## src/logic/gpdir_pkg.sv

```systemverilog
// Purpose: Shared constants and types for the GPIO direction and pin sharing block
// Assumes: AHB-Lite word registers, byte address = 4 * register index
// Notes:   Pin vector order is P0.0, P1.0..P1.6, P5.0..P5.7 (bits 0..15)
package gpdir_pkg;

   // Register indices (byte address is four times the index)
   localparam logic [7:0] IDX_P0_DIR  = 8'hB8;
   localparam logic [7:0] IDX_P1_DIR  = 8'hC1;
   localparam logic [7:0] IDX_P5_DIR  = 8'hC5;
   localparam logic [7:0] IDX_P0_DATA = 8'hD0;
   localparam logic [7:0] IDX_P1_DATA = 8'hD1;
   localparam logic [7:0] IDX_P5_DATA = 8'hD5;
   localparam logic [7:0] IDX_BIT_OP  = 8'hF0;
   localparam logic [7:0] IDX_CONFIG  = 8'hF1;

   // Implemented bits of each port
   localparam logic [7:0] MASK_P0 = 8'h01;
   localparam logic [7:0] MASK_P1 = 8'h5F;
   localparam logic [7:0] MASK_P5 = 8'hFF;

   // Values after reset
   localparam logic [7:0] DIR_RESET    = 8'h00;
   localparam logic [7:0] DATA_RESET   = 8'h00;
   localparam logic [3:0] CONFIG_RESET = 4'h0;

   // Pin positions in the 16-bit pin vector
   localparam int PIN_COUNT   = 16;
   localparam int PIN_OSC_OUT = 5;
   localparam int PIN_RST     = 6;
   localparam int PIN_OSC_IN  = 7;
   localparam int PIN_BZ      = 12;

   // Bit operation register fields
   localparam int BITOP_NUM_LSB = 0;
   localparam int BITOP_TGT_LSB = 3;
   localparam int BITOP_VAL_BIT = 8;
   localparam logic [1:0] TGT_P0 = 2'h0;
   localparam logic [1:0] TGT_P1 = 2'h1;
   localparam logic [1:0] TGT_P5 = 2'h2;

   // Configuration register fields
   localparam int CFG_RST_BIT  = 0;
   localparam int CFG_HCLK_LSB = 1;
   localparam logic [2:0] HCLK_IHRC     = 3'h0;
   localparam logic [2:0] HCLK_INTERNAL_RC_WITH_RTC = 3'h1;
   localparam logic [2:0] HCLK_RC       = 3'h2;
   localparam logic [2:0] HCLK_32K      = 3'h3;
   localparam logic [2:0] HCLK_4M       = 3'h4;
   localparam logic [2:0] HCLK_12M      = 3'h5;

   // Bus transfer codes
   localparam logic [2:0] HSIZE_WORD = 3'h2;

   typedef enum logic [1:0]
   {
      GPDIR_IDLE  = 2'b00,
      GPDIR_RWAIT = 2'b01,
      GPDIR_RDATA = 2'b11,
      GPDIR_WRITE = 2'b10
   } gpdir_bus_state_t;

endpackage

```

## src/logic/gpdir_sync.sv

```systemverilog
// Purpose: Two-stage synchroniser for the pin inputs
// Assumes: Inputs are asynchronous to i_mclk
// Notes:   First stage feeds only the second stage
`timescale 1ns/100ps
`default_nettype none
module gpdir_sync
   import gpdir_pkg::*;
(
   // Clock and reset
   input  wire logic                 i_mclk,
   input  wire logic                 i_rst_n,
   // Data
   input  wire logic [PIN_COUNT-1:0] i_async,
   output logic      [PIN_COUNT-1:0] o_sync
);

   logic [PIN_COUNT-1:0] meta_reg;
   logic [PIN_COUNT-1:0] sync_reg;

   always_ff @(posedge i_mclk)
   begin
      if (!i_rst_n)
      begin
         meta_reg <= '0;
         sync_reg <= '0;
      end
      else
      begin
         meta_reg <= i_async;
         sync_reg <= meta_reg;
      end
   end

   assign o_sync = sync_reg;

endmodule
`default_nettype wire

```

## src/logic/gpdir_port.sv

```systemverilog
// Purpose: Sixteen-pin GPIO port with direction registers and pin sharing
// Assumes: AHB-Lite slave, word transfers, single 125 MHz clock
// Notes:   Reads take one wait state so read data comes from a flip-flop
//
// Decided for this implementation: the AHB-Lite register port.
`timescale 1ns/100ps
`default_nettype none
// Overview of operation
// - Sixteen GPIO pins, many shared with analog or special functions.
// - Direction bit 0 makes a pin input, 1 makes it output.
// - Direction registers for ports 0, 1, 5; implemented bits reset to input.
// - Single-bit set and clear of a direction bit leaves other bits alone.
// - Port 1 pin 5 is input only; its direction bit does nothing.
// - Port 1 pin 5 is the external reset input when the option selects it.
// - Port 1 pin 6 is oscillator input for RTC, RC, 32K, 4M, 12M sources.
// - Port 1 pin 4 is oscillator output for RTC, 32K, 4M, 12M, not RC.
// - Port 5 pin 4 carries buzzer or PWM when timer and either output enabled.
module gpdir_port
   import gpdir_pkg::*;
(
   // Clock and reset
   input  wire logic                 i_mclk,
   input  wire logic                 i_rst_n,
   // AHB-Lite slave
   input  wire logic                 i_hsel,
   input  wire logic [31:0]          i_haddr,
   input  wire logic [1:0]           i_htrans,
   input  wire logic                 i_hwrite,
   input  wire logic [2:0]           i_hsize,
   input  wire logic [31:0]          i_hwdata,
   input  wire logic                 i_hready,
   output logic                      o_hreadyout,
   output logic                      o_hresp,
   output logic      [31:0]          o_hrdata,
   // Timer controls
   input  wire logic                 i_timer_counter_enable,
   input  wire logic                 i_timer_buzzer_out_enable,
   input  wire logic                 i_timer_pwm_out_enable,
   input  wire logic                 i_timer_buzzer_pwm_out,
   // Pins
   input  wire logic [PIN_COUNT-1:0] i_pin_in,
   output logic      [PIN_COUNT-1:0] o_pin_out,
   output logic      [PIN_COUNT-1:0] o_pin_oe,
   // Shared functions
   output logic                      o_ext_reset_req,
   output logic                      o_oscillator_in_sel,
   output logic                      o_oscillator_out_sel
);

   // Implemented-bit mask of a port selected by its bit-op target code
   function automatic logic [7:0] tgt_mask(input logic [1:0] tgt);
      logic [7:0] m;
      m = 8'h00;
      case (tgt)
         TGT_P0:  m = MASK_P0;
         TGT_P1:  m = MASK_P1;
         TGT_P5:  m = MASK_P5;
         default: m = 8'h00;
      endcase
      return m;
   endfunction

   // Sets or clears one bit of a port image, implemented bits only
   function automatic logic [7:0] bit_update(input logic [7:0] old_val,
                                             input logic [1:0] tgt,
                                             input logic [2:0] num,
                                             input logic       val);
      logic [7:0] r;
      r = old_val;
      r[num] = val;
      return r & tgt_mask(tgt);
   endfunction

   // Bus state
   gpdir_bus_state_t state_reg;
   gpdir_bus_state_t state_next;
   logic [7:0]       idx_reg;
   logic [7:0]       idx_next;
   logic             hit_reg;
   logic             hit_next;
   logic [31:0]      rdata_reg;
   logic [31:0]      rdata_next;

   // Register state
   logic [7:0] port0_direction;
   logic [7:0] port0_direction_next;
   logic [7:0] port1_direction;
   logic [7:0] port1_direction_next;
   logic [7:0] port5_direction;
   logic [7:0] port5_direction_next;
   logic [7:0] p0_data_reg;
   logic [7:0] p0_data_next;
   logic [7:0] p1_data_reg;
   logic [7:0] p1_data_next;
   logic [7:0] p5_data_reg;
   logic [7:0] p5_data_next;
   logic [3:0] config_reg;
   logic [3:0] config_next;

   // Pin state
   logic [PIN_COUNT-1:0] pin_out_reg;
   logic [PIN_COUNT-1:0] pin_out_next;
   logic [PIN_COUNT-1:0] pin_oe_reg;
   logic [PIN_COUNT-1:0] pin_oe_next;
   logic                 ext_rst_reg;
   logic                 ext_rst_next;
   logic                 osc_in_reg;
   logic                 osc_in_next;
   logic                 osc_out_reg;
   logic                 osc_out_next;

   // Combinational helpers
   logic                 accept;
   logic                 wr_go;
   logic [PIN_COUNT-1:0] pin_sync;
   logic [PIN_COUNT-1:0] dir_all;
   logic [PIN_COUNT-1:0] lat_all;
   logic [PIN_COUNT-1:0] rd_all;
   logic [PIN_COUNT-1:0] ovr_en;
   logic [PIN_COUNT-1:0] ovr_oe;
   logic [PIN_COUNT-1:0] ovr_out;
   logic                 rst_opt;
   logic [2:0]           hclk_sel;
   logic                 osc_in_use;
   logic                 osc_out_use;
   logic                 bz_use;
   logic [1:0]           bop_tgt;
   logic [2:0]           bop_num;
   logic                 bop_val;

   gpdir_sync u_sync
   (
      .i_mclk  (i_mclk),
      .i_rst_n (i_rst_n),
      .i_async (i_pin_in),
      .o_sync  (pin_sync)
   );

   // Bus slave
   assign accept = i_hsel & i_htrans[1] & i_hready;
   assign wr_go  = (state_reg == GPDIR_WRITE) & hit_reg;

   always_comb
   begin
      state_next = state_reg;
      idx_next   = idx_reg;
      hit_next   = hit_reg;
      rdata_next = rdata_reg;
      case (state_reg)
         GPDIR_RWAIT:
         begin
            // Read value is captured here, after any earlier write has landed
            rdata_next = 32'h0000_0000;
            if (hit_reg)
            begin
               case (idx_reg)
                  IDX_P0_DIR:  rdata_next[7:0] = port0_direction;
                  IDX_P1_DIR:  rdata_next[7:0] = port1_direction;
                  IDX_P5_DIR:  rdata_next[7:0] = port5_direction;
                  IDX_P0_DATA: rdata_next[7:0] = {7'h00, rd_all[0]};
                  IDX_P1_DATA: rdata_next[7:0] = {1'b0, rd_all[7:1]};
                  IDX_P5_DATA: rdata_next[7:0] = rd_all[15:8];
                  IDX_CONFIG:  rdata_next[3:0] = config_reg;
                  default:     rdata_next = 32'h0000_0000;
               endcase
            end
            state_next = GPDIR_RDATA;
         end
         default:
         begin
            if (accept)
            begin
               idx_next   = i_haddr[9:2];
               hit_next   = (i_haddr[31:10] == 22'h00_0000) & (i_haddr[1:0] == 2'h0)
                            & (i_hsize == HSIZE_WORD);
               state_next = i_hwrite ? GPDIR_WRITE : GPDIR_RWAIT;
            end
            else
            begin
               state_next = GPDIR_IDLE;
            end
            if (state_reg == GPDIR_IDLE)
            begin
               rdata_next = 32'h0000_0000;
            end
         end
      endcase
   end

   always_ff @(posedge i_mclk)
   begin
      if (!i_rst_n)
      begin
         state_reg <= GPDIR_IDLE;
         idx_reg   <= 8'h00;
         hit_reg   <= 1'b0;
         rdata_reg <= 32'h0000_0000;
      end
      else
      begin
         state_reg <= state_next;
         idx_reg   <= idx_next;
         hit_reg   <= hit_next;
         rdata_reg <= rdata_next;
      end
   end

   assign o_hreadyout = (state_reg != GPDIR_RWAIT);
   assign o_hresp     = 1'b0;
   assign o_hrdata    = rdata_reg;

   // Register file
   assign bop_num = i_hwdata[BITOP_NUM_LSB +: 3];
   assign bop_tgt = i_hwdata[BITOP_TGT_LSB +: 2];
   assign bop_val = i_hwdata[BITOP_VAL_BIT];

   always_comb
   begin
      port0_direction_next = port0_direction;
      port1_direction_next = port1_direction;
      port5_direction_next = port5_direction;
      p0_data_next         = p0_data_reg;
      p1_data_next         = p1_data_reg;
      p5_data_next         = p5_data_reg;
      config_next          = config_reg;
      if (wr_go)
      begin
         case (idx_reg)
            // Unimplemented bits, P1.5 among them, never store
            IDX_P0_DIR:  port0_direction_next = i_hwdata[7:0] & tgt_mask(TGT_P0);
            IDX_P1_DIR:  port1_direction_next = i_hwdata[7:0] & tgt_mask(TGT_P1);
            IDX_P5_DIR:  port5_direction_next = i_hwdata[7:0] & tgt_mask(TGT_P5);
            IDX_P0_DATA: p0_data_next         = i_hwdata[7:0] & MASK_P0;
            IDX_P1_DATA: p1_data_next         = i_hwdata[7:0] & MASK_P1;
            IDX_P5_DATA: p5_data_next         = i_hwdata[7:0] & MASK_P5;
            IDX_CONFIG:  config_next          = i_hwdata[3:0];
            IDX_BIT_OP:
            begin
               case (bop_tgt)
                  TGT_P0:
                     port0_direction_next = bit_update(port0_direction, bop_tgt,
                                                       bop_num, bop_val);
                  TGT_P1:
                     port1_direction_next = bit_update(port1_direction, bop_tgt,
                                                       bop_num, bop_val);
                  TGT_P5:
                     port5_direction_next = bit_update(port5_direction, bop_tgt,
                                                       bop_num, bop_val);
                  default:
                     port5_direction_next = port5_direction;
               endcase
            end
            default:
               config_next = config_reg;
         endcase
      end
   end

   always_ff @(posedge i_mclk)
   begin
      if (!i_rst_n)
      begin
         port0_direction <= DIR_RESET;
         port1_direction <= DIR_RESET;
         port5_direction <= DIR_RESET;
         p0_data_reg     <= DATA_RESET;
         p1_data_reg     <= DATA_RESET;
         p5_data_reg     <= DATA_RESET;
         config_reg      <= CONFIG_RESET;
      end
      else
      begin
         port0_direction <= port0_direction_next;
         port1_direction <= port1_direction_next;
         port5_direction <= port5_direction_next;
         p0_data_reg     <= p0_data_next;
         p1_data_reg     <= p1_data_next;
         p5_data_reg     <= p5_data_next;
         config_reg      <= config_next;
      end
   end

   // Sixteen-pin images of direction and latch
   assign dir_all = {port5_direction, port1_direction[6:0], port0_direction[0]};
   assign lat_all = {p5_data_reg, p1_data_reg[6:0], p0_data_reg[0]};

   // Shared-function selection
   assign rst_opt  = config_reg[CFG_RST_BIT];
   assign hclk_sel = config_reg[CFG_HCLK_LSB +: 3];

   always_comb
   begin
      osc_in_use  = 1'b0;
      osc_out_use = 1'b0;
      case (hclk_sel)
         HCLK_INTERNAL_RC_WITH_RTC, HCLK_32K, HCLK_4M, HCLK_12M:
         begin
            osc_in_use  = 1'b1;
            osc_out_use = 1'b1;
         end
         HCLK_RC:
         begin
            // RC uses only the input pin; the output pin stays general purpose
            osc_in_use  = 1'b1;
            osc_out_use = 1'b0;
         end
         default:
         begin
            osc_in_use  = 1'b0;
            osc_out_use = 1'b0;
         end
      endcase
   end

   assign bz_use = i_timer_counter_enable
                   & (i_timer_buzzer_out_enable | i_timer_pwm_out_enable);

   always_comb
   begin
      ovr_en  = '0;
      ovr_oe  = '0;
      ovr_out = '0;
      // Input-only pin is never driven, whatever its direction bit holds
      ovr_en[PIN_RST]      = 1'b1;
      // Oscillator pins are analog; digital drive must be off
      ovr_en[PIN_OSC_IN]   = osc_in_use;
      ovr_en[PIN_OSC_OUT]  = osc_out_use;
      ovr_en[PIN_BZ]       = bz_use;
      ovr_oe[PIN_BZ]       = 1'b1;
      ovr_out[PIN_BZ]      = i_timer_buzzer_pwm_out;
   end

   // Read image: latch for outputs, sampled pin for inputs; P1.5 reads 1 while the reset option is set
   always_comb
   begin
      rd_all = (dir_all & lat_all) | (~dir_all & pin_sync);
      rd_all[PIN_RST] = rst_opt ? 1'b1 : pin_sync[PIN_RST];
   end

   genvar gi;
   generate
      for (gi = 0; gi < PIN_COUNT; gi = gi + 1)
      begin : g_pin
         assign pin_oe_next[gi]  = ovr_en[gi] ? ovr_oe[gi] : dir_all[gi];
         assign pin_out_next[gi] = ovr_en[gi] ? ovr_out[gi]
                                              : (dir_all[gi] & lat_all[gi]);
      end
   endgenerate

   always_comb
   begin
      // Reset pin is active low on the board
      ext_rst_next = rst_opt & ~pin_sync[PIN_RST];
      osc_in_next  = osc_in_use;
      osc_out_next = osc_out_use;
   end

   always_ff @(posedge i_mclk)
   begin
      if (!i_rst_n)
      begin
         pin_out_reg <= '0;
         pin_oe_reg  <= '0;
         ext_rst_reg <= 1'b0;
         osc_in_reg  <= 1'b0;
         osc_out_reg <= 1'b0;
      end
      else
      begin
         pin_out_reg <= pin_out_next;
         pin_oe_reg  <= pin_oe_next;
         ext_rst_reg <= ext_rst_next;
         osc_in_reg  <= osc_in_next;
         osc_out_reg <= osc_out_next;
      end
   end

   assign o_pin_out            = pin_out_reg;
   assign o_pin_oe             = pin_oe_reg;
   assign o_ext_reset_req      = ext_rst_reg;
   assign o_oscillator_in_sel  = osc_in_reg;
   assign o_oscillator_out_sel = osc_out_reg;

endmodule
`default_nettype wire

```

## config.mk

```make
export PLATFORM = sky130hd
export DESIGN_NAME = gpdir_port
export DESIGN_NICKNAME = d
export VERILOG_FILES = /design/src/logic/gpdir_pkg.sv /design/src/logic/gpdir_sync.sv /design/src/logic/gpdir_port.sv
export SDC_FILE = /design/constraint.sdc
export NUM_CORES = 1
export LEC_CHECK = 0
export BUFFER_PORTS_ARGS = -buffer_cell sky130_fd_sc_hd__buf_2
export CORE_MARGIN = 1
export CORE_UTILIZATION = 35
export DETAILED_ROUTE_END_ITERATION = 8
export GPL_TIMING_DRIVEN = 0
export PLACE_DENSITY = 0.63
export SLEW_MARGIN = 10
export SYNTH_ARGS = -nofsm -noshare
export SYNTH_HDL_FRONTEND = slang
export SYNTH_SLANG_ARGS = --single-unit
```

## constraint.sdc

```tcl
create_clock -name i_mclk -period 2.5 [get_ports i_mclk]
set_input_delay 0.25 -clock i_mclk [delete_from_list [all_inputs] [get_ports i_mclk]]
set_output_delay 0.25 -clock i_mclk [all_outputs]
set_load 0.005 [all_outputs]
```

Word level (Yosys, flattened, before mapping)
Cells that the tools add are included.

Register bits after elaboration: 153. Bits of input ports: 94. Output and inout bits: 69. Logic and storage cells: 135.

$lt $le $gt $ge: 2. Equal/unequal tests: 22. Multiplexer cells: 33. Bitwise logic cells: 33. Reduce and logical (&&, ||, !) cells: 21.

Operator list (count): $mux 8 (13); $eq 8x8->1 const B (8); $mux 32 (2); $pmux 8 s2 (3); $and 16x16->16 (2); $pmux 4 s7 (1); $and 8x8->8 (3); $bwmux 8 (3); $and 1x1->1 (22); $logic_not 22->1 (1); $pmux 4 s5 (1); $not 16->16 (1); $or 16x16->16 (1); $reduce_and 2->1 (5); $eq 3x2->1 const B (3); $reduce_and 3->1 (3); $reduce_bool 2->1 (4); $eq 3x3->1 const B (2); $logic_not 2->1 (3); $mux 1 (6); $mux 2 (3); $ne 2x2->1 const B (3); $reduce_or 5->1 (1); $eq 2x1->1 const B (2); other kinds (11) (15).

Longest topological paths before layout
Gate-level depths: netlist of run 1.

Depth in word-level cells: 8. Mapped depth: 8. Depth with buffers taken out: 5.

Hierarchy
Synthesis of run 1 repeated with hierarchy kept, for this count alone.

Cells, all modules: 503. Area, all modules: 4780.8 um2.

By module, submodules not included: gpdir_port (times used 1, cells each 436, area an instance 3885.0 um2, sequential area each 1721.7 um2); gpdir_sync (times used 1, cells each 67, area an instance 895.9 um2, sequential area each 640.6 um2).

Worst setup path after synthesis of run 1
Ideal clock, no wire load.

Kind: reg2reg. From: register idx_reg[0]. To: register port1_direction[0]. Library setup time: 0.119 ns. Arrival: 1.703 ns. Required time: 2.381 ns. Path slack: 0.679 ns. Stages on the path, launching flop included: 6. Clock period less this slack: 1.821 ns. Path through: dfxtp_1 -> or4b_4 -> nor3_4 -> o21ai_2 -> buf_6 -> o221a_2.

Longest elaborated chain between the ends: 3. Elaborated cells on any way between the ends: 6.

Ends and longest elaborated chain: from (decl) (RTL line gpdir_port.sv:77) `logic [7:0] idx_reg;`; from (signal assigned) (RTL line gpdir_port.sv:202) `idx_reg <= idx_next;`; $eq 8x8->1 (RTL line gpdir_port.sv:228) `case (idx_reg)`; $ne 2x2->1 (no line) / $reduce_bool 2->1 (equally long branches); $reduce_and 3->1 (no line); to (signal assigned) (RTL line gpdir_port.sv:274) `port1_direction <= port1_direction_next;`; to (decl) (RTL line gpdir_port.sv:87) `logic [7:0] port1_direction;`.

Parallel ways exist; a longest one is shown, timed or not. A chain may end at the register's enable or synchronous reset.

Final worst setup path of run 1
From: register idx_reg[6]. To: register port5_direction[5].

Longest elaborated chain between the ends: 3. Elaborated cells on any way between the ends: 6.

Ends and longest elaborated chain: $eq 8x8->1 (RTL line gpdir_port.sv:228); $ne 2x2->1 (no line) / $reduce_bool 2->1 (equally long branches); $reduce_and 3->1 (no line); to (signal assigned) (RTL line gpdir_port.sv:275) `port5_direction <= port5_direction_next;`; to (decl) (RTL line gpdir_port.sv:89) `logic [7:0] port5_direction;`.

Parallel ways exist; a longest one is shown, timed or not.

==> results.ini, run 1 <==
[status]
outcome = completed

[critical_path]
r2r-end = port5_direction[5]$_SDFFE_PN0P_
reg2reg_from = idx_reg[6]$_SDFFE_PN0P_
crit_type = reg2reg
cp.depth = 6
startpoint = idx_reg[6]$_SDFFE_PN0P_
endpoint_kind = register
reg2reg_depth = 6
cp_top_family = simple AND/OR/NAND/NOR gates
crit_path_end = port5_direction[5]$_SDFFE_PN0P_
regToRegSetupSlack_ns = 0.14
startpoint_type = register
worst_path_max_delay_cell = nor3_2
max_stage_delay_ns = 0.58
cp_max_fo = 10
crit_chain = nand3b_1 -> nor3_2 -> a22oi_1 -> buf_2 -> a21oi_1 -> mux2i_1
cp_num_buf_inv = 1
crit_required_ns = 2.83
cp.arrival_ns = 2.69

[min_path]
hp-class = in2reg

[layout]
final_common_cell = dfxtp_1
fillers = 1302
finalNonFillerCells = 851
fin_nets = 758
drive_gt1_share_pct = 29.3
final_cell_mix = dfxtp_1, buf_2, nor2_1
num_antenna_cells = 0
syn2layout_area_growth_pct = 30.8
design_area_sq_um = 6270

[floorplan]
row_count = 42
dieArea_sq_um = 14200
core_sq_um = 13300
die_w_um = 119
start_util_pct = 36.1
ioPinCount = 163
dieHeight_um = 119

[placement]
dp.final_hpwl_um = 10100
placed_cell_area_sq_um = 5660
io_buffers = 109
dpl.cell_count = 821
routabilityCongestion = 0.908
dp_slack_ns = 0.152

[power_and_ir_drop]
power_density_nw_per_um2 = 744
ir_drop_uv = 403
combPwrFrac_pct = 4.9
p_sw_mw = 0.946
power_frac_clock_pct = 53.8
seqPwrFrac_pct = 41.3
swShare_pct = 20.3
internal_power_mw = 3.72
p_leak_nw = 2.83

[synthesis]
yosysSeqAreaShare_pct = 49.3
synth_flop_cell = dfxtp_1
synth_area_leader_cell = dfxtp_1
netlist_area_sq_um = 4800
ys_ff_latch = 118
synth-edff-count = 0
ys_types = 63
synth_top_cell_area_share_pct = 49.3
syn_avg_cell_area_sq_um = 9.40
yosysWarnings = 0
ys_top_cells_by_area = dfxtp_1, mux2i_1, and2_1
async_flop_share_pct = 0
netlist_instances = 510

[sta]
drv_slew = 0
fin_skew_ns = 0.0140
fin_crit_ns = 2.36
setup_tns_ns = 0
setup_slack_ns = 0.145
finalHoldViolCount = 0
max_freq_ghz = 0.425
worst_slew_pin_slew_ns = 0.689
slew_headroom_pct = 54.1
fin_crit_sh_pct = 94.2
finalSetupViolations = 0
grt_setup_unrepaired = false

[detailed_routing]
wire_per_inst_um = 15.7
viasPerCell = 4.88
antenna_left = 0
drcViolationCount = 0
drt_wl_total_um = 13400
drt_iter0_markers = 348
firstDrtPassIters = 5
vias = 4155

[global_route]
grt_pass1_vias = 4094
grt_antenna_before_repair = 0
grt_max_degree = 17
grt_first_pass_wirelength_um = 21200
gr-usage-all-layers_pct = 19.8
grt-ovfl-total = 0

[clock_tree]
clockBufferDepth = 2
cts-buffers-inserted = 17
clk_latency_ns = 0.42
ctsResizeCount = 0
cts.sinks = 118
post_cts_buffers = 0
cts.hold.buffers_added = 0
h-tree-depth = 4
cts_tree = built
clkTransAtPathRegs_ns = 0.05
root_buffer = clkbuf_16

[job]
drv_cap = 0

## cells in the mapped netlist, drive strengths merged (10+ instances only)
library cell  count
o21ai            11
inv              15
clkbuf           18
o221a            11
and3             12
and2             43
nor2             60
a21oi            30
nand3            17
mux2i            28
nand2            26
dfxtp           118
nor3             10
buf              34
## layout make-up
cell class              instances  area [sq um]  share of cell area, %
plain buffers                  52           317                   5.05
clock buffers                  21           460                   7.34
clock inverters                 9           151                   2.41
inverters                      15          56.3                  0.898
multi-input cells             351          2160                   34.4
flip-flops and latches        118          2360                   37.7
well taps                     176           220                   3.51
repair buffers                109           546                   8.70
## power by group through the flow
| stage | logic [mW] | clock network, mW | registers, mW |
|---|---|---|---|
| 2_1_floorplan | 0.128 | 0 | 1.96 |
| 3_3_place_gp | 0.223 | 0 | 1.97 |
| 3_5_place_dp | 0.226 | 0 | 1.97 |
| 4_1_cts | 0.226 | 2.56 | 1.93 |
| 5_1_grt | 0.251 | 2.66 | 1.93 |
| 6_report | 0.228 | 2.51 | 1.93 |
## logic make-up (layout without fill, tap and decap cells)
family | after synthesis | count (layout) | share of synthesized area, %
mux | 31 | 31 | 6.55
buf+inv | 67 | 206 | 7.77
flops | 118 | 118 | 49.3
simple gates | 205 | 205 | 23.4
compound gates | 87 | 87 | 12.8
xor+xnor | 1 | 1 | 0.183
other cells | 1 | 27 | 0.0782
## worst min path at each step
stage	endpoint	depth (start not counted)	slack, ns	startpoint
detailed placement	u_sync.o_sync[1]$_SDFF_PN0_	1	0.42	u_sync.meta_reg[1]$_SDFF_PN0_
CTS	u_sync.meta_reg[2]$_SDFF_PN0_	2	0.02	i_pin_in[2]
floorplan	u_sync.meta_reg[0]$_SDFF_PN0_	1	0.38	i_pin_in[0]
global route	u_sync.meta_reg[12]$_SDFF_PN0_	2	0.03	i_pin_in[12]
global placement	u_sync.o_sync[15]$_SDFF_PN0_	1	0.42	u_sync.meta_reg[15]$_SDFF_PN0_
finish	u_sync.meta_reg[10]$_SDFF_PN0_	2	0.04	i_pin_in[10]
## through the flow
stage	hold slack [ns]	power [mW]	utilization [%]
after floorplan	0.377	2.09	-
after global placement	0.417	2.19	42.6
after detailed placement	0.422	2.19	42.6
after CTS	0.0239	4.72	47.2
after global routing	0.0301	4.84	47.2
final	0.0442	4.67	47.2
## routing by layer
layer  up-vias  share of wire (%)  GRT usage, %
li1       2033                  -             -
met1      1921                 43          24.8
met2       176                 47          31.5
met3        25                7.9          6.08
met4         0                2.1          8.15
met5         -                  0             0
Power figures use the tool's default switching activity.
==> run 2, diff against run 1 <==
- PLACE_DENSITY: 0.63 -> 0.65
- SLEW_MARGIN: 10 -> 20
- clock period: 2.5 -> 2 ns (I/O delays scaled with it)
==> results.ini, run 2 (synthesis gave the netlist of run 1 again) <==
[status]
outcome = completed  ; unchanged

[min_path]
holdPathStages = 3  ; was 2
hp-class = in2reg  ; unchanged
min_to = idx_reg[5]$_SDFFE_PN0P_  ; was u_sync.meta_reg[10]$_SDFF_PN0_
worstHoldStart = i_haddr[7]  ; was i_pin_in[10]

[critical_path]
cp_max_fo = 6  ; was 10
reg2reg_from = idx_reg[2]$_SDFFE_PN0P_  ; was idx_reg[6]$_SDFFE_PN0P_
cp.arrival_ns = 2.26  ; was 2.69 ns
crit_type = reg2reg  ; unchanged
endpoint_kind = register  ; unchanged
r2r-end = o_hrdata[1]$_SDFFE_PN0P_  ; was port5_direction[5]$_SDFFE_PN0P_
startpoint_type = register  ; unchanged
regToRegSetupSlack_ns = 0.05  ; was 0.14 ns
crit_required_ns = 2.31  ; was 2.83 ns
startpoint = idx_reg[2]$_SDFFE_PN0P_  ; was idx_reg[6]$_SDFFE_PN0P_
reg2reg_depth = 4  ; was 6

[sta]
hold_slack_ns = 0.0264  ; was 0.0442 ns
worst_slew_pin_slew_ns = 0.728  ; was 0.689 ns
max_freq_ghz = 0.512  ; was 0.425 GHz
finalSetupViolations = 0  ; unchanged
finalHoldViolCount = 0  ; unchanged
fin_skew_ns = 0.00793  ; was 0.0140 ns
grt_setup_unrepaired = true  ; was false
fin_crit_ns = 1.95  ; was 2.36 ns
slew_headroom_pct = 51.5  ; was 54.1%
drv_slew = 0  ; unchanged
fin_crit_sh_pct = 97.6  ; was 94.2%
setup_slack_ns = 0.0475  ; was 0.145 ns

[detailed_routing]
viasPerCell = 4.87  ; was 4.88
highest_layer = met4  ; unchanged
wire_per_inst_um = 16.1  ; was 15.7 um
drt-met1-wl_um = 6140  ; was 5800 um
drt_wl_total_um = 14100  ; was 13400 um
wl_met2_um = 6500  ; was 6240 um
drcViolationCount = 0  ; unchanged
wl_met3_um = 1130  ; was 1060 um
vias = 4242  ; was 4155
drt_iter0_markers = 247  ; was 348
firstDrtPassIters = 5  ; unchanged
antenna_left = 0  ; unchanged

[floorplan]
ioPinCount = 163  ; unchanged
dieHeight_um = 119  ; unchanged
die_w_um = 119  ; unchanged
row_count = 42  ; unchanged
dieArea_sq_um = 14200  ; unchanged
core_sq_um = 13300  ; unchanged
start_util_pct = 36.1  ; unchanged

[layout]
design_area_sq_um = 6540  ; was 6270 sq um
fin_util_pct = 49.2  ; was 47.2%
final_cell_mix = dfxtp_1, buf_2, nor2_1  ; unchanged
num_antenna_cells = 0  ; unchanged
fin_nets = 779  ; was 758
finalNonFillerCells = 871  ; was 851
final_common_cell = dfxtp_1  ; unchanged
drive_gt1_share_pct = 31.2  ; was 29.3%
syn2layout_area_growth_pct = 36.3  ; was 30.8%

[placement]
dpl.cell_count = 821  ; unchanged
routabilityCongestion = 0.918  ; was 0.908
dp_slack_ns = -0.396  ; was 0.152 ns
placed_cell_area_sq_um = 5660  ; unchanged
io_buffers = 109  ; unchanged
dp.final_hpwl_um = 10200  ; was 10100 um

[clock_tree]
cts-buffers-inserted = 17  ; unchanged
h-tree-depth = 4  ; unchanged
cts.sinks = 118  ; unchanged
clkTransAtPathRegs_ns = 0.05  ; about the same
clockBufferDepth = 2  ; unchanged
root_buffer = clkbuf_16  ; unchanged
clk_latency_ns = 0.41  ; was 0.42 ns
cts_tree = built  ; unchanged

[power_and_ir_drop]
seqPwrFrac_pct = 42.6  ; was 41.3%
internal_power_mw = 4.47  ; was 3.72 mW
swShare_pct = 21.0  ; was 20.3%
ir_drop_uv = 578  ; was 403 uV
combPwrFrac_pct = 5.6  ; was 4.9%
power_density_nw_per_um2 = 866  ; was 744 nW/um^2
p_sw_mw = 1.19  ; was 0.946 mW
power_frac_clock_pct = 51.8  ; was 53.8%
p_leak_nw = 2.95  ; was 2.83 nW

[global_route]
grt-ovfl-total = 0  ; unchanged
grt_first_pass_wirelength_um = 21800  ; was 21200 um
gr-usage-all-layers_pct = 20.5  ; was 19.8%
grt_pass1_vias = 4063  ; was 4094
grt_antenna_before_repair = 0  ; unchanged
grt_max_degree = 17  ; unchanged

[job]
drv_cap = 0  ; unchanged

-- run 2: area by class of cell --
cell class | count | area, sq um
tap | 176 | 220
buffer | 50 | 322
timing repair buffer | 132 | 758
inverter | 15 | 56.3
clock buffer | 19 | 433
sequential | 118 | 2360
clock inverter | 10 | 134
fill | 1254 | 6760
multi-input combinational | 351 | 2250
-- run 2: worst max-delay path: stages (launching register included) --
cell and delay (ns):
dfxtp_1 0.37, or4b_4 0.61, nor3_2 0.36, a222oi_1 0.18, a311oi_1 0.32
-- run 2: power groups by stage --
stage          sequential [mW]  clock, mW  combinational [mW]
2_1_floorplan             2.45          0               0.160
3_3_place_gp              2.46          0               0.282
3_5_place_dp              2.46          0               0.287
4_1_cts                   2.41       2.99               0.312
5_1_grt                   2.41       3.10               0.350
6_report                  2.41       2.93               0.318
-- run 2: repair_timing --
| item | in CTS | in global routing |
|---|---|---|
| setup endpoints to repair | 39 | 26 |
| buffers inserted | 2 | 5 |
| hold endpoints to repair | 16 | 0 |
| pin swaps | 2 | 2 |
| hold buffers | 16 | 0 |
| resized for setup | 16 | 9 |
-- run 2: how the worst max path moves through the flow --
stage,endpoint
2_1_floorplan,port1_direction[0]$_SDFFE_PN0P_
3_3_place_gp,port5_direction[5]$_SDFFE_PN0P_
3_5_place_dp,port5_direction[5]$_SDFFE_PN0P_
4_1_cts,o_hrdata[6]$_SDFFE_PN0P_
5_1_grt,p1_data_reg[4]$_SDFFE_PN0P_
6_report,o_hrdata[1]$_SDFFE_PN0P_
-- run 2: routing by layer --
layer,GRT usage (%),up-vias
met4,9.57,0
li1,-,2082
met2,31.8,200
met1,26.1,1934
met3,6.13,26
met5,0,-
-- run 2: metrics by stage --
step,power (mW),TNS [ns]
floorplan,2.61,0
global placement,2.74,-7.03
detailed placement,2.75,-7.61
CTS,5.72,0
global route,5.86,-0.00632
finish,5.66,0
==> run 3, diff against run 2 <==
- PLACE_DENSITY: 0.65 -> 0.63
- SETUP_SLACK_MARGIN: default -> 0.1
- clock period: 2 -> 2.07 ns (I/O delays scaled with it)
==> results.ini, run 3 (synthesis gave the netlist of run 1 again) <==
[status]
outcome = completed  ; unchanged

[sta]
finalHoldViolCount = 0  ; unchanged
drv_slew = 0  ; unchanged
worst_slew_pin_slew_ns = 0.686  ; was 0.728 ns
fin_crit_sh_pct = 92.2  ; was 97.6%
finalSetupViolations = 0  ; unchanged
setup_slack_ns = 0.160  ; was 0.0475 ns
max_freq_ghz = 0.524  ; was 0.512 GHz
hold_slack_ns = 0.0381  ; was 0.0264 ns
fin_skew_ns = 0.0138  ; was 0.00793 ns
grt_setup_unrepaired = false  ; was true
slew_headroom_pct = 54.3  ; was 51.5%
fin_crit_ns = 1.91  ; was 1.95 ns

[detailed_routing]
drt_wl_total_um = 13600  ; was 14100 um
firstDrtPassIters = 6  ; was 5
antenna_left = 0  ; unchanged
drcViolationCount = 0  ; unchanged
viasPerCell = 4.89  ; was 4.87
drt_iter0_markers = 337  ; was 247
wire_per_inst_um = 15.6  ; was 16.1 um
vias = 4271  ; was 4242

[power_and_ir_drop]
power.total_mw = 5.66  ; about the same
power_density_nw_per_um2 = 861  ; was 866 nW/um^2
ir_drop_uv = 482  ; was 578 uV
p_leak_nw = 2.97  ; was 2.95 nW

[layout]
syn2layout_area_growth_pct = 37.2  ; was 36.3%
final_common_cell = dfxtp_1  ; unchanged
fillers = 1263  ; was 1254
num_antenna_cells = 0  ; unchanged
multi_input_area_sq_um = 2240  ; was 2250 sq um
final_cell_mix = dfxtp_1, buf_2, nor2_1  ; unchanged
fin_nets = 780  ; was 779
drive_gt1_share_pct = 31.3  ; was 31.2%
seq_area_sq_um = 2360  ; unchanged

[clock_tree]
cts_tree = built  ; unchanged
clk_latency_ns = 0.41  ; about the same
root_buffer = clkbuf_16  ; unchanged
clkTransAtPathRegs_ns = 0.05  ; about the same
h-tree-depth = 4  ; unchanged
cts.sinks = 118  ; unchanged
cts-buffers-inserted = 17  ; unchanged
clockBufferDepth = 2  ; unchanged

[floorplan]
row_count = 42  ; unchanged
start_util_pct = 36.1  ; unchanged
dieArea_sq_um = 14200  ; unchanged
core_sq_um = 13300  ; unchanged
dieHeight_um = 119  ; unchanged
ioPinCount = 163  ; unchanged
die_w_um = 119  ; unchanged

[global_route]
grt_antenna_before_repair = 0  ; unchanged
grt-ovfl-total = 0  ; unchanged
grt_max_degree = 17  ; unchanged
gr-usage-all-layers_pct = 20.1  ; was 20.5%
grt_first_pass_wirelength_um = 21600  ; was 21800 um
grt_pass1_vias = 4193  ; was 4063

[critical_path]
crit_required_ns = 2.35  ; was 2.31 ns
cp_max_fo = 10  ; was 6
crit_type = reg2reg  ; unchanged
reg2reg_depth = 8  ; was 4
startpoint_type = register  ; unchanged
cp.arrival_ns = 2.19  ; was 2.26 ns
regToRegSetupSlack_ns = 0.16  ; was 0.05 ns
endpoint_kind = register  ; unchanged

[job]
drv_cap = 0  ; unchanged

[placement]
dp_slack_ns = -0.278  ; was -0.396 ns
dp.final_hpwl_um = 10100  ; was 10200 um
io_buffers = 109  ; unchanged
routabilityCongestion = 0.908  ; was 0.918

[min_path]
hp-class = in2reg  ; unchanged
holdPathStages = 3  ; unchanged

## run 3: cell types whose count changed in the layout (fill, tap and decap cells not counted), sizes merged
cell	change
clkinv	-1
bufinv	+1
clkbuf	+2
buf	+1
clkinvlp	-1
## run 3: worst paths after layout
check / from / end
max: idx_reg[4]$_SDFFE_PN0P_ / p5_data_reg[3]$_SDFFE_PN0P_
min: i_haddr[7] / idx_reg[5]$_SDFFE_PN0P_
max reg2reg: idx_reg[4]$_SDFFE_PN0P_ / p5_data_reg[3]$_SDFFE_PN0P_
min reg2reg: u_sync.meta_reg[6]$_SDFF_PN0_ / u_sync.o_sync[6]$_SDFF_PN0_
## run 3: layer usage
metal / track usage, % / part of all wire, % / up-vias
met3: 5.70 / 7.4 / 14
met1: 25.1 / 43 / 1998
li1: - / - / 2084
met5: 0 / 0 / -
met2: 32.3 / 48 / 175
met4: 8.07 / 1.3 / 0
## run 3: area by class of cell
type / instances / area share [%]
Clock buffer: 21 / 7.00
Multi-Input combinational cell: 351 / 34.1
Sequential cell: 118 / 35.9
Timing Repair Buffer: 131 / 11.4
Inverter: 15 / 0.856
Clock inverter: 9 / 2.30
Tap cell: 176 / 3.35
Buffer: 52 / 5.06
## run 3: critical path, stage by stage (launching register included)
cell and delay, ns:
dfxtp_1 0.40, buf_6 0.18, and4b_1 0.20, clkbuf_2 0.20, and2b_2 0.24, buf_6 0.18, nand2_4 0.13, mux2i_1 0.19
nor2_1 0.06
## run 3: repair_timing
action / 4_1_cts / 5_1_grt
endpoints found under the hold margin: 16 / 0
buffers inserted: 2 / 4
pin swaps: 2 / 2
endpoints found under the setup margin: 36 / 42
gates resized for setup: 14 / 14
hold buffers: 16 / 0
## run 3: stage by stage
| stage | area (sq um) | cells | utilization [%] | TNS [ns] |
|---|---|---|---|---|
| finish | 6580 | 873 | 49.5 | 0 |
| global route | 6580 | 873 | 49.5 | 0 |
| global placement | 5660 | 821 | 42.6 | -2.18 |
| CTS | 6490 | 869 | 48.9 | 0 |
| floorplan | 4890 | 536 | - | 0 |
| detailed placement | 5660 | 821 | 42.6 | -2.75 |
## run 3: power breakdown
group / total (mW) / switching, mW / internal, mW
sequential: 2.33 / 0.0192 / 2.31
combinational: 0.303 / 0.153 / 0.150
clock: 3.03 / 0.972 / 2.06
total: 5.66 / 1.14 / 4.52
